File: src/motion_pkg.sv
// Package holding register offsets, field positions and reset values of the motion detector.
package motion_pkg;
  localparam logic [7:0] WAKE_THRESHOLD_LOW_ADDR   = 8'h34;
  localparam logic [7:0] WAKE_THRESHOLD_HIGH_ADDR  = 8'h35;
  localparam logic [7:0] EVENT_MIN_DURATION_ADDR   = 8'h36;
  localparam logic [7:0] TILT_CONFIG_ADDR          = 8'h38;
  localparam logic [7:0] TILT_SOURCE_ADDR          = 8'h39;
  localparam logic [7:0] TILT_ACKNOWLEDGE_ADDR     = 8'h3A;
  localparam logic [7:0] TILT_INNER_LOW_ADDR       = 8'h3C;
  localparam logic [7:0] TILT_INNER_HIGH_ADDR      = 8'h3D;
  localparam logic [7:0] TILT_OUTER_LOW_ADDR       = 8'h3E;
  localparam logic [7:0] TILT_OUTER_HIGH_ADDR      = 8'h3F;
  localparam logic [7:0]  REG_RESET_VALUE          = 8'h00;
  localparam logic [15:0] FULL_SCALE_CODE          = 16'h7FFF;
  localparam int CHANGE_INTERRUPT_ENABLE_BIT       = 7;
  localparam int LATCH_REQUEST_BIT                 = 6;
  localparam int EVENT_ACTIVE_BIT                  = 6;
  localparam int AXIS_COUNT                        = 3;
endpackage

File: src/axis_tilt.sv
// One axis of the tilt detector: outer set threshold with inner clear threshold.
`timescale 1ns/100ps
`default_nettype none
module axis_tilt
  import motion_pkg::*;
(
  input  wire logic               clock_i,
  input  wire logic               reset_n_i,
  input  wire logic               sample_valid_i,
  input  wire logic signed [15:0] accel_i,
  input  wire logic        [15:0] inner_i,
  input  wire logic        [15:0] outer_i,
  output logic                    upper_o,
  output logic                    lower_o
);
  logic        upper_reg;
  logic        upper_next;
  logic        lower_reg;
  logic        lower_next;
  logic [16:0] magnitude;
  logic [16:0] clear_level;

  always_comb begin
    magnitude   = accel_i[15] ? 17'(-$signed({accel_i[15], accel_i})) : {1'b0, accel_i};
    // Inner above outer collapses the hysteresis band onto the outer level.
    clear_level = (inner_i > outer_i) ? {1'b0, outer_i} : {1'b0, inner_i};
    upper_next  = upper_reg;
    lower_next  = lower_reg;
    if (sample_valid_i) begin
      if (!accel_i[15] && magnitude > {1'b0, outer_i}) begin
        upper_next = 1'b1;
        lower_next = 1'b0;
      end else if (accel_i[15] && magnitude > {1'b0, outer_i}) begin
        lower_next = 1'b1;
        upper_next = 1'b0;
      end else if (magnitude < clear_level) begin
        upper_next = 1'b0;
        lower_next = 1'b0;
      end
    end
  end

  always_ff @(posedge clock_i or negedge reset_n_i) begin
    if (!reset_n_i) begin
      upper_reg <= 1'b0;
      lower_reg <= 1'b0;
    end else begin
      upper_reg <= upper_next;
      lower_reg <= lower_next;
    end
  end

  assign upper_o = upper_reg;
  assign lower_o = lower_reg;
endmodule
`default_nettype wire

File: src/motion_threshold_direction_detect.sv
// Free-fall/wake-up duration filter and tilt direction detector with register file.
// Operation
// - Wake threshold is 16-bit unsigned: high byte 35h, low byte 34h.
// - Threshold code 7FFFh equals full scale of the selected range.
// - Minimum duration at 36h, reset 00h, counts output samples.
// - Events shorter than the minimum duration are suppressed.
// - Duration zero raises the wake interrupt on the first qualifying sample.
// - Tilt config 38h: change enable b7, latch b6, axis enables b5..b0.
// - With change enable, tilt flag change requests a tilt interrupt.
// - With latch, tilt status is captured on change and held until acknowledge.
// - Reading 3Ah refreshes tilt source and clears tilt interrupt.
// - Upper condition: acceleration above outer threshold, positive direction.
// - Lower condition: acceleration beyond outer threshold, negative direction.
// - Set upper flag above +outer, lower flag below -outer.
// - Clear both axis flags once magnitude drops below inner threshold.
// - Inner threshold 16-bit: high byte 3Dh, low byte 3Ch.
// - Outer threshold 16-bit: high byte 3Fh, low byte 3Eh.
// - Inner above outer means no hysteresis; outer alone is used.
// - Tilt source 39h: active b6, flags b5..b0, b7 zero.
// - Wake upper: magnitude above threshold; wake lower: magnitude below it.
// - Combine select picks OR (wake-up) or AND (free-fall) of enabled events.
`timescale 1ns/100ps
`default_nettype none
module motion_threshold_direction_detect
  import motion_pkg::*;
(
  input  wire logic        clock_i,
  input  wire logic        reset_n_i,
  input  wire logic        sample_valid_i,
  input  wire logic [15:0] accel_x_i,
  input  wire logic [15:0] accel_y_i,
  input  wire logic [15:0] accel_z_i,
  input  wire logic [5:0]  wake_event_enable_i,
  input  wire logic        and_or_combine_i,
  input  wire logic        reg_write_i,
  input  wire logic        reg_read_i,
  input  wire logic [7:0]  reg_addr_i,
  input  wire logic [7:0]  reg_wdata_i,
  output logic      [7:0]  reg_rdata_o,
  output logic             wake_interrupt_o,
  output logic             tilt_interrupt_o,
  output logic      [7:0]  tilt_source_o
);
  ////////////////////////////////////////////////////////////////////////////
  // Thresholds are written one byte at a time, so between the two writes of a pair the
  // comparators see a mix of old and new bytes; write both bytes before enabling events.
  logic [7:0]  wake_threshold_low_reg;
  logic [7:0]  wake_threshold_low_next;
  logic [7:0]  wake_threshold_high_reg;
  logic [7:0]  wake_threshold_high_next;
  logic [7:0]  event_min_duration_reg;
  logic [7:0]  event_min_duration_next;
  logic [7:0]  tilt_config_reg;
  logic [7:0]  tilt_config_next;
  logic [7:0]  tilt_inner_low_reg;
  logic [7:0]  tilt_inner_low_next;
  logic [7:0]  tilt_inner_high_reg;
  logic [7:0]  tilt_inner_high_next;
  logic [7:0]  tilt_outer_low_reg;
  logic [7:0]  tilt_outer_low_next;
  logic [7:0]  tilt_outer_high_reg;
  logic [7:0]  tilt_outer_high_next;

  always_comb begin
    wake_threshold_low_next  = wake_threshold_low_reg;
    wake_threshold_high_next = wake_threshold_high_reg;
    event_min_duration_next  = event_min_duration_reg;
    tilt_config_next         = tilt_config_reg;
    tilt_inner_low_next      = tilt_inner_low_reg;
    tilt_inner_high_next     = tilt_inner_high_reg;
    tilt_outer_low_next      = tilt_outer_low_reg;
    tilt_outer_high_next     = tilt_outer_high_reg;
    // A write and a read in one cycle both act; the read returns the value before the write.
    if (reg_write_i) begin
      case (reg_addr_i)
        WAKE_THRESHOLD_LOW_ADDR:  wake_threshold_low_next  = reg_wdata_i;
        WAKE_THRESHOLD_HIGH_ADDR: wake_threshold_high_next = reg_wdata_i;
        EVENT_MIN_DURATION_ADDR:  event_min_duration_next  = reg_wdata_i;
        TILT_CONFIG_ADDR:         tilt_config_next         = reg_wdata_i;
        TILT_INNER_LOW_ADDR:      tilt_inner_low_next      = reg_wdata_i;
        TILT_INNER_HIGH_ADDR:     tilt_inner_high_next     = reg_wdata_i;
        TILT_OUTER_LOW_ADDR:      tilt_outer_low_next      = reg_wdata_i;
        TILT_OUTER_HIGH_ADDR:     tilt_outer_high_next     = reg_wdata_i;
        // Source and acknowledge addresses take no write data.
        default: ;
      endcase
    end
  end

  always_ff @(posedge clock_i or negedge reset_n_i) begin
    if (!reset_n_i) begin
      wake_threshold_low_reg  <= REG_RESET_VALUE;
      wake_threshold_high_reg <= REG_RESET_VALUE;
      event_min_duration_reg  <= REG_RESET_VALUE;
      tilt_config_reg         <= REG_RESET_VALUE;
      tilt_inner_low_reg      <= REG_RESET_VALUE;
      tilt_inner_high_reg     <= REG_RESET_VALUE;
      tilt_outer_low_reg      <= REG_RESET_VALUE;
      tilt_outer_high_reg     <= REG_RESET_VALUE;
    end else begin
      wake_threshold_low_reg  <= wake_threshold_low_next;
      wake_threshold_high_reg <= wake_threshold_high_next;
      event_min_duration_reg  <= event_min_duration_next;
      tilt_config_reg         <= tilt_config_next;
      tilt_inner_low_reg      <= tilt_inner_low_next;
      tilt_inner_high_reg     <= tilt_inner_high_next;
      tilt_outer_low_reg      <= tilt_outer_low_next;
      tilt_outer_high_reg     <= tilt_outer_high_next;
    end
  end

  ////////////////////////////////////////////////////////////////////////////
  // Thresholds are raw codes; FULL_SCALE_CODE maps to the selected range, so no scaling here.
  logic [15:0] wake_threshold_bits;
  logic [15:0] inner_threshold;
  logic [15:0] outer_threshold;
  assign wake_threshold_bits = {wake_threshold_high_reg, wake_threshold_low_reg};
  assign inner_threshold     = {tilt_inner_high_reg, tilt_inner_low_reg};
  assign outer_threshold     = {tilt_outer_high_reg, tilt_outer_low_reg};

  ////////////////////////////////////////////////////////////////////////////
  logic [15:0] accel [AXIS_COUNT];
  logic [16:0] axis_magnitude [AXIS_COUNT];
  logic [5:0]  axis_events;
  logic [5:0]  wake_events;
  logic        wake_condition;

  assign accel[0] = accel_x_i;
  assign accel[1] = accel_y_i;
  assign accel[2] = accel_z_i;

  // One comparator pair per axis: bit 2g+1 is the upper event, bit 2g the lower one.
  for (genvar g = 0; g < AXIS_COUNT; g++) begin : gen_wake
    // The extra magnitude bit keeps the most negative code exact instead of wrapping back to the negative code 8000h.
    assign axis_magnitude[g]  = accel[g][15] ? 17'(-$signed({accel[g][15], accel[g]}))
                                             : {1'b0, accel[g]};
    assign axis_events[2*g+1] = axis_magnitude[g] > {1'b0, wake_threshold_bits};
    assign axis_events[2*g]   = axis_magnitude[g] < {1'b0, wake_threshold_bits};
  end

  always_comb begin
    wake_events = axis_events & wake_event_enable_i;
    if (and_or_combine_i) begin
      // An AND over no enabled axis would be true by default, so it is held off instead.
      wake_condition = (wake_event_enable_i != 6'h00)
                       && (wake_events == wake_event_enable_i);
    end else begin
      wake_condition = |wake_events;
    end
  end

  // The counter saturates so a long event cannot wrap and drop the interrupt.
  // A new minimum duration applies from the next sample; the run in progress is not restarted.
  logic [7:0] duration_count_reg;
  logic [7:0] duration_count_next;
  logic       wake_interrupt_reg;
  logic       wake_interrupt_next;

  always_comb begin
    duration_count_next = duration_count_reg;
    wake_interrupt_next = wake_interrupt_reg;
    if (sample_valid_i) begin
      if (!wake_condition) begin
        duration_count_next = 8'h00;
        wake_interrupt_next = 1'b0;
      end else begin
        if (duration_count_reg != 8'hFF) begin
          duration_count_next = duration_count_reg + 8'h01;
        end
        // Count includes this sample; zero duration fires at once.
        wake_interrupt_next = (duration_count_next >= event_min_duration_reg);
      end
    end
  end

  always_ff @(posedge clock_i or negedge reset_n_i) begin
    if (!reset_n_i) begin
      duration_count_reg <= 8'h00;
      wake_interrupt_reg <= 1'b0;
    end else begin
      duration_count_reg <= duration_count_next;
      wake_interrupt_reg <= wake_interrupt_next;
    end
  end

  ////////////////////////////////////////////////////////////////////////////
  // Each axis keeps its own hysteresis state; its flags move only with a sample.
  logic [5:0] tilt_flags;

  for (genvar g = 0; g < AXIS_COUNT; g++) begin : gen_axis
    axis_tilt u_axis (
      .clock_i        (clock_i),
      .reset_n_i      (reset_n_i),
      .sample_valid_i (sample_valid_i),
      .accel_i        (accel[g]),
      .inner_i        (inner_threshold),
      .outer_i        (outer_threshold),
      .upper_o        (tilt_flags[2*g+1]),
      .lower_o        (tilt_flags[2*g])
    );
  end

  // Flags are compared only in the cycle after a sample, so a mask write alone never reports
  // a tilt change; the previous flags keep every axis so a newly enabled one compares right.
  logic       flags_fresh_reg;
  logic       flags_fresh_next;
  logic [5:0] prev_flags_reg;
  logic [5:0] prev_flags_next;
  logic [7:0] tilt_source_reg;
  logic [7:0] tilt_source_next;
  logic       tilt_interrupt_reg;
  logic       tilt_interrupt_next;
  logic       tilt_change;
  logic       ack_read;
  logic [5:0] changed_flags;

  always_comb begin
    flags_fresh_next    = sample_valid_i;
    changed_flags       = (tilt_flags ^ prev_flags_reg) & tilt_config_reg[5:0];
    tilt_change         = flags_fresh_reg && (changed_flags != 6'h00);
    ack_read            = reg_read_i && (reg_addr_i == TILT_ACKNOWLEDGE_ADDR);
    prev_flags_next     = flags_fresh_reg ? tilt_flags : prev_flags_reg;
    tilt_source_next    = tilt_source_reg;
    tilt_interrupt_next = tilt_interrupt_reg;
    // Without the latch the source simply follows the flags every cycle.
    if (!tilt_config_reg[LATCH_REQUEST_BIT]) begin
      tilt_source_next[5:0] = tilt_flags;
    end
    if (ack_read) begin
      tilt_source_next    = {2'b00, tilt_flags};
      tilt_interrupt_next = 1'b0;
    end
    // A change in the acknowledge cycle wins over the clear.
    if (tilt_change) begin
      tilt_source_next[5:0] = tilt_flags;
      tilt_source_next[EVENT_ACTIVE_BIT] = 1'b1;
      if (tilt_config_reg[CHANGE_INTERRUPT_ENABLE_BIT]) begin
        tilt_interrupt_next = 1'b1;
      end
    end else if (!tilt_config_reg[LATCH_REQUEST_BIT] && !ack_read) begin
      tilt_source_next[EVENT_ACTIVE_BIT] = 1'b0;
      tilt_interrupt_next = 1'b0;
    end
    tilt_source_next[7] = 1'b0;
  end

  always_ff @(posedge clock_i or negedge reset_n_i) begin
    if (!reset_n_i) begin
      flags_fresh_reg    <= 1'b0;
      prev_flags_reg     <= 6'h00;
      tilt_source_reg    <= REG_RESET_VALUE;
      tilt_interrupt_reg <= 1'b0;
    end else begin
      flags_fresh_reg    <= flags_fresh_next;
      prev_flags_reg     <= prev_flags_next;
      tilt_source_reg    <= tilt_source_next;
      tilt_interrupt_reg <= tilt_interrupt_next;
    end
  end

  ////////////////////////////////////////////////////////////////////////////
  // Read data is registered and held until the next read, so the host may take it late.
  logic [7:0] rdata_reg;
  logic [7:0] rdata_next;

  always_comb begin
    rdata_next = rdata_reg;
    if (reg_read_i) begin
      case (reg_addr_i)
        WAKE_THRESHOLD_LOW_ADDR:  rdata_next = wake_threshold_low_reg;
        WAKE_THRESHOLD_HIGH_ADDR: rdata_next = wake_threshold_high_reg;
        EVENT_MIN_DURATION_ADDR:  rdata_next = event_min_duration_reg;
        TILT_CONFIG_ADDR:         rdata_next = tilt_config_reg;
        TILT_SOURCE_ADDR:         rdata_next = tilt_source_reg;
        TILT_INNER_LOW_ADDR:      rdata_next = tilt_inner_low_reg;
        TILT_INNER_HIGH_ADDR:     rdata_next = tilt_inner_high_reg;
        TILT_OUTER_LOW_ADDR:      rdata_next = tilt_outer_low_reg;
        TILT_OUTER_HIGH_ADDR:     rdata_next = tilt_outer_high_reg;
        default:                  rdata_next = 8'h00;
      endcase
    end
  end

  always_ff @(posedge clock_i or negedge reset_n_i) begin
    if (!reset_n_i) begin
      rdata_reg <= 8'h00;
    end else begin
      rdata_reg <= rdata_next;
    end
  end

  // Every output is a register, so the host never sees decode glitches.
  assign reg_rdata_o      = rdata_reg;
  assign wake_interrupt_o = wake_interrupt_reg;
  assign tilt_interrupt_o = tilt_interrupt_reg;
  assign tilt_source_o    = tilt_source_reg;
endmodule
`default_nettype wire

File: config.mk
export PLATFORM = sky130hd
export DESIGN_NAME = motion_threshold_direction_detect
export DESIGN_NICKNAME = d
export VERILOG_FILES = /design/src/motion_pkg.sv /design/src/axis_tilt.sv /design/src/motion_threshold_direction_detect.sv
export SDC_FILE = /design/constraint.sdc
export NUM_CORES = 1
export LEC_CHECK = 0
export BUFFER_PORTS_ARGS = -buffer_cell sky130_fd_sc_hd__buf_2
export CORE_ASPECT_RATIO = 1.25
export CORE_MARGIN = 2
export CORE_UTILIZATION = 65
export DETAILED_ROUTE_END_ITERATION = 10
export PLACE_DENSITY = 0.9
export RECOVER_POWER = 100
export SETUP_SLACK_MARGIN = 0.4
export SLEW_MARGIN = 30
export SYNTH_ARGS = -nofsm -noshare
export SYNTH_HDL_FRONTEND = slang
export SYNTH_SLANG_ARGS = --single-unit
File: constraint.sdc
create_clock -name clock_i -period 7.1 [get_ports clock_i]
set_clock_uncertainty 0.1 [all_clocks]
set_input_delay 2.13 -clock clock_i [delete_from_list [all_inputs] [get_ports clock_i]]
set_output_delay 2.13 -clock clock_i [all_outputs]
set_load 0.01 [all_outputs]
==> impl_results.md <==
* Status: complete, but fails checks
* Failing checks: max-capacitance violations, max-slew violations
* Routed vias/inst at 6.75
* Sequential group share of total power at 39.4%
* Final setup TNS at 0 ns
* CTS tree: yes
* Yosys top cell area share at 26.6%
* Mapped Area at 0.00958 mm2
* Nets at 1,388
* Sw frac at 35.4%
* Worst hold slack at 0.421 ns
* Register-to-Register Path Depth at 18
* Final Critical Period at 5.99 ns
* DR WL/cell at 21.7 um
* Worst EP required at 7.18 ns
* Max Slew Vio Count at 133
* Starting Density at 66.5%
* Met1 Track Usage GR at 45.5%
* Syn nets at 1,309
* Clock transition at path regs at 0.08 ns
* Critical Path Fanout Max at 7
* I/O pin cnt at 94
* Postcts setup bufs at 0
* GR Util met2 at 58.8%
* Pre-CTS setup slack at 0.915 ns
* Final Wtd Congestion at 1.04
* Post-synthesis sequential area ratio at 26.6%
* HP Class: flop to flop
* RSZ-0062 raised after global routing: false
* CTS buffer count at 9
* Layout cell share with drive strength beyond 1 at 14.0%
* Int Power at 1050 uW
* Antenna-violating nets left at 0
* Rel. slew slack at -21.4%
* Post-synth EDFFs at 0
* H-tree lvl count at 3
* Multi-input gate area at 0.00664 mm2
* Initial DRC Count at 903
* Most common cell in the netlist: ha_1
* Die Area at 0.0157 mm2
* Vias in the first global route at 8,620
* Die Y at 140 um
* Logic pwr share at 31.4%
* Worst Tran Pin Value at 1.82 ns
* Core ar. at 0.0144 mm2
* FF+latch area at 0.00255 mm2
* IO buf count at 92
* Peak supply drop at 0.253 mV
* Antenna cells at 0
* Pleak at 0.00500 uW
* Total GRT Usage at 36.5%
* Synth top cells by count: ha_1, dfrtp_1, nand2_1, o21ai_0, inv_1
* Asr flop ratio synth at 100%
* Clock sink count at 102
* Synth Flop Type: dfrtp_1
* Layout area overhead at 8.83%
* Syn. warnings at 0
* CTS root buf: clkbuf_16
* Clock share of power at 29.2%
* Rows at 49
* Max-Cap Viols at 3
* Ranking of synthesized cells by area: dfrtp_1, ha_1, mux2_2
* Final wirelength at 28.9 mm
* Residual DRC at 0
* Vias after detailed routing at 8,990
* Final worst setup slack at 1.11 ns
* CTS Hold Bufs at 0
* Critical Path AT at 6.07 ns
* CTS max path bufs at 2
* Post-synthesis cell count at 1,070
* Placed Instance Area at 0.0102 mm2
* Avg Synthesized Cell Area at 8.95 um2
* Global route overflow at 0
* Finished Cell Area at 0.0104 mm2
* Sw power at 578 uW
* CTS resizes at 0
* PwrDens at 156 mW/mm2
* Filler instances at 1,111
* Die Width at 113 um
* Final hold violations at 0
* Placed Cells incl. Taps at 1,316
* #FFs+latches synth at 102
* Busiest layer in global routing: met2
* Pre-antenna DRT Iters at 8
* Met3 GRT Util at 4.18%
* DP Wirelength at 22.7 mm
* Critical Path End Type: flop
* Area leader, netlist: dfrtp_1
* Final period util at 84.3%
* Global-route wire length before repair at 45.0 mm
* Hold Path Stages at 2
* Fin cells at 1,332
* Clock Latency Late Sink at 0.36 ns
* Yosys cell types at 68
* Max Fclk at 167 MHz
* Startpoint types: primary input
* Initial antenna violation count at 0
* Largest net degree at the start of global routing at 69
* Final setup violation count at 0
* Critical path class: primary input to flop
==> area by class of cell <==
cell class	count	share of cell area, %
Multi-Input combinational cell	867	63.7
Sequential cell	102	24.5
Timing Repair Buffer	94	4.27
Clock buffer	9	2.16
Tap cell	178	2.14
Clock inverter	7	0.540
Inverter	75	2.70
==> per-stage QoR <==
stage               utilization (%)  total power (uW)
global route                   72.4              1720
finish                         72.4              1630
CTS                            72.6              1620
floorplan                         -               972
detailed placement             70.7              1150
global placement               70.7              1130
==> cells by family after synthesis <==
family | count (synthesis) | share of synthesized area [%]
AND/OR/NAND/NOR | 285 | 14.8
XOR/XNOR | 49 | 4.48
buffers and inverters | 101 | 4.00
AO/OA/AOI/OAI | 293 | 19.4
other | 1 | 0.0391
multiplexers | 76 | 9.36
flip-flops | 102 | 26.6
adder cells (fa/ha/maj) | 163 | 21.3
==> power groups by stage <==
| stage | sequential [uW] | clock, uW | combinational [uW] |
|---|---|---|---|
| after detailed placement | 652 | 0 | 499 |
| final | 643 | 476 | 513 |
| after CTS | 641 | 475 | 503 |
| after global routing | 645 | 501 | 569 |
| after global placement | 649 | 0 | 479 |
| after floorplan | 640 | 0 | 332 |
==> final timing paths <==
| check | from | slack, ns | to |
|---|---|---|---|
| min in group asynchronous | reset_n_i | 2.15 | tilt_inner_low_reg[0] |
| max in group asynchronous | reset_n_i | 2.28 | event_min_duration_reg[4] |
| worst max register to register | tilt_outer_high_reg[1] | 2.12 | gen_axis[1].u_axis.upper_o |
| worst max-delay path | accel_y_i[8] | 1.11 | duration_count_reg[3] |
| worst min-delay path | tilt_config_reg[7] | 0.42 | tilt_interrupt_o |
| worst min register to register | tilt_config_reg[7] | 0.42 | tilt_interrupt_o |
==> worst max-delay path, stage by stage <==
cell,delay [ns]
buf_2,0.12
or4_1,0.58
or4_1,0.43
or2_2,0.30
o21ai_0,0.22
xnor2_1,0.30
ha_1,0.34
and3_1,0.19
a221o_1,0.34
nor2_1,0.20
or3b_2,0.16
a41oi_2,0.13
nor2_1,0.44
o221ai_1,0.19
==> metal layers <==
| metal | wire, um | part of all wire, % |
|---|---|---|
| met2 | 13500 | 47 |
| met1 | 11200 | 39 |
| met3 | 2030 | 7.0 |
| met5 | 0 | 0 |
| met4 | 2140 | 7.4 |
==> layout by cell type (no fill, tap or decap), drive strengths merged, types with 40 or more instances in the layout <==
master	instances
a21oi	72
buf	71
nor2	49
inv	78
ha	163
mux2	59
dfrtp	102
nand2	102
xnor2	40
o21ai	84
Power figures use the tool's default switching activity.
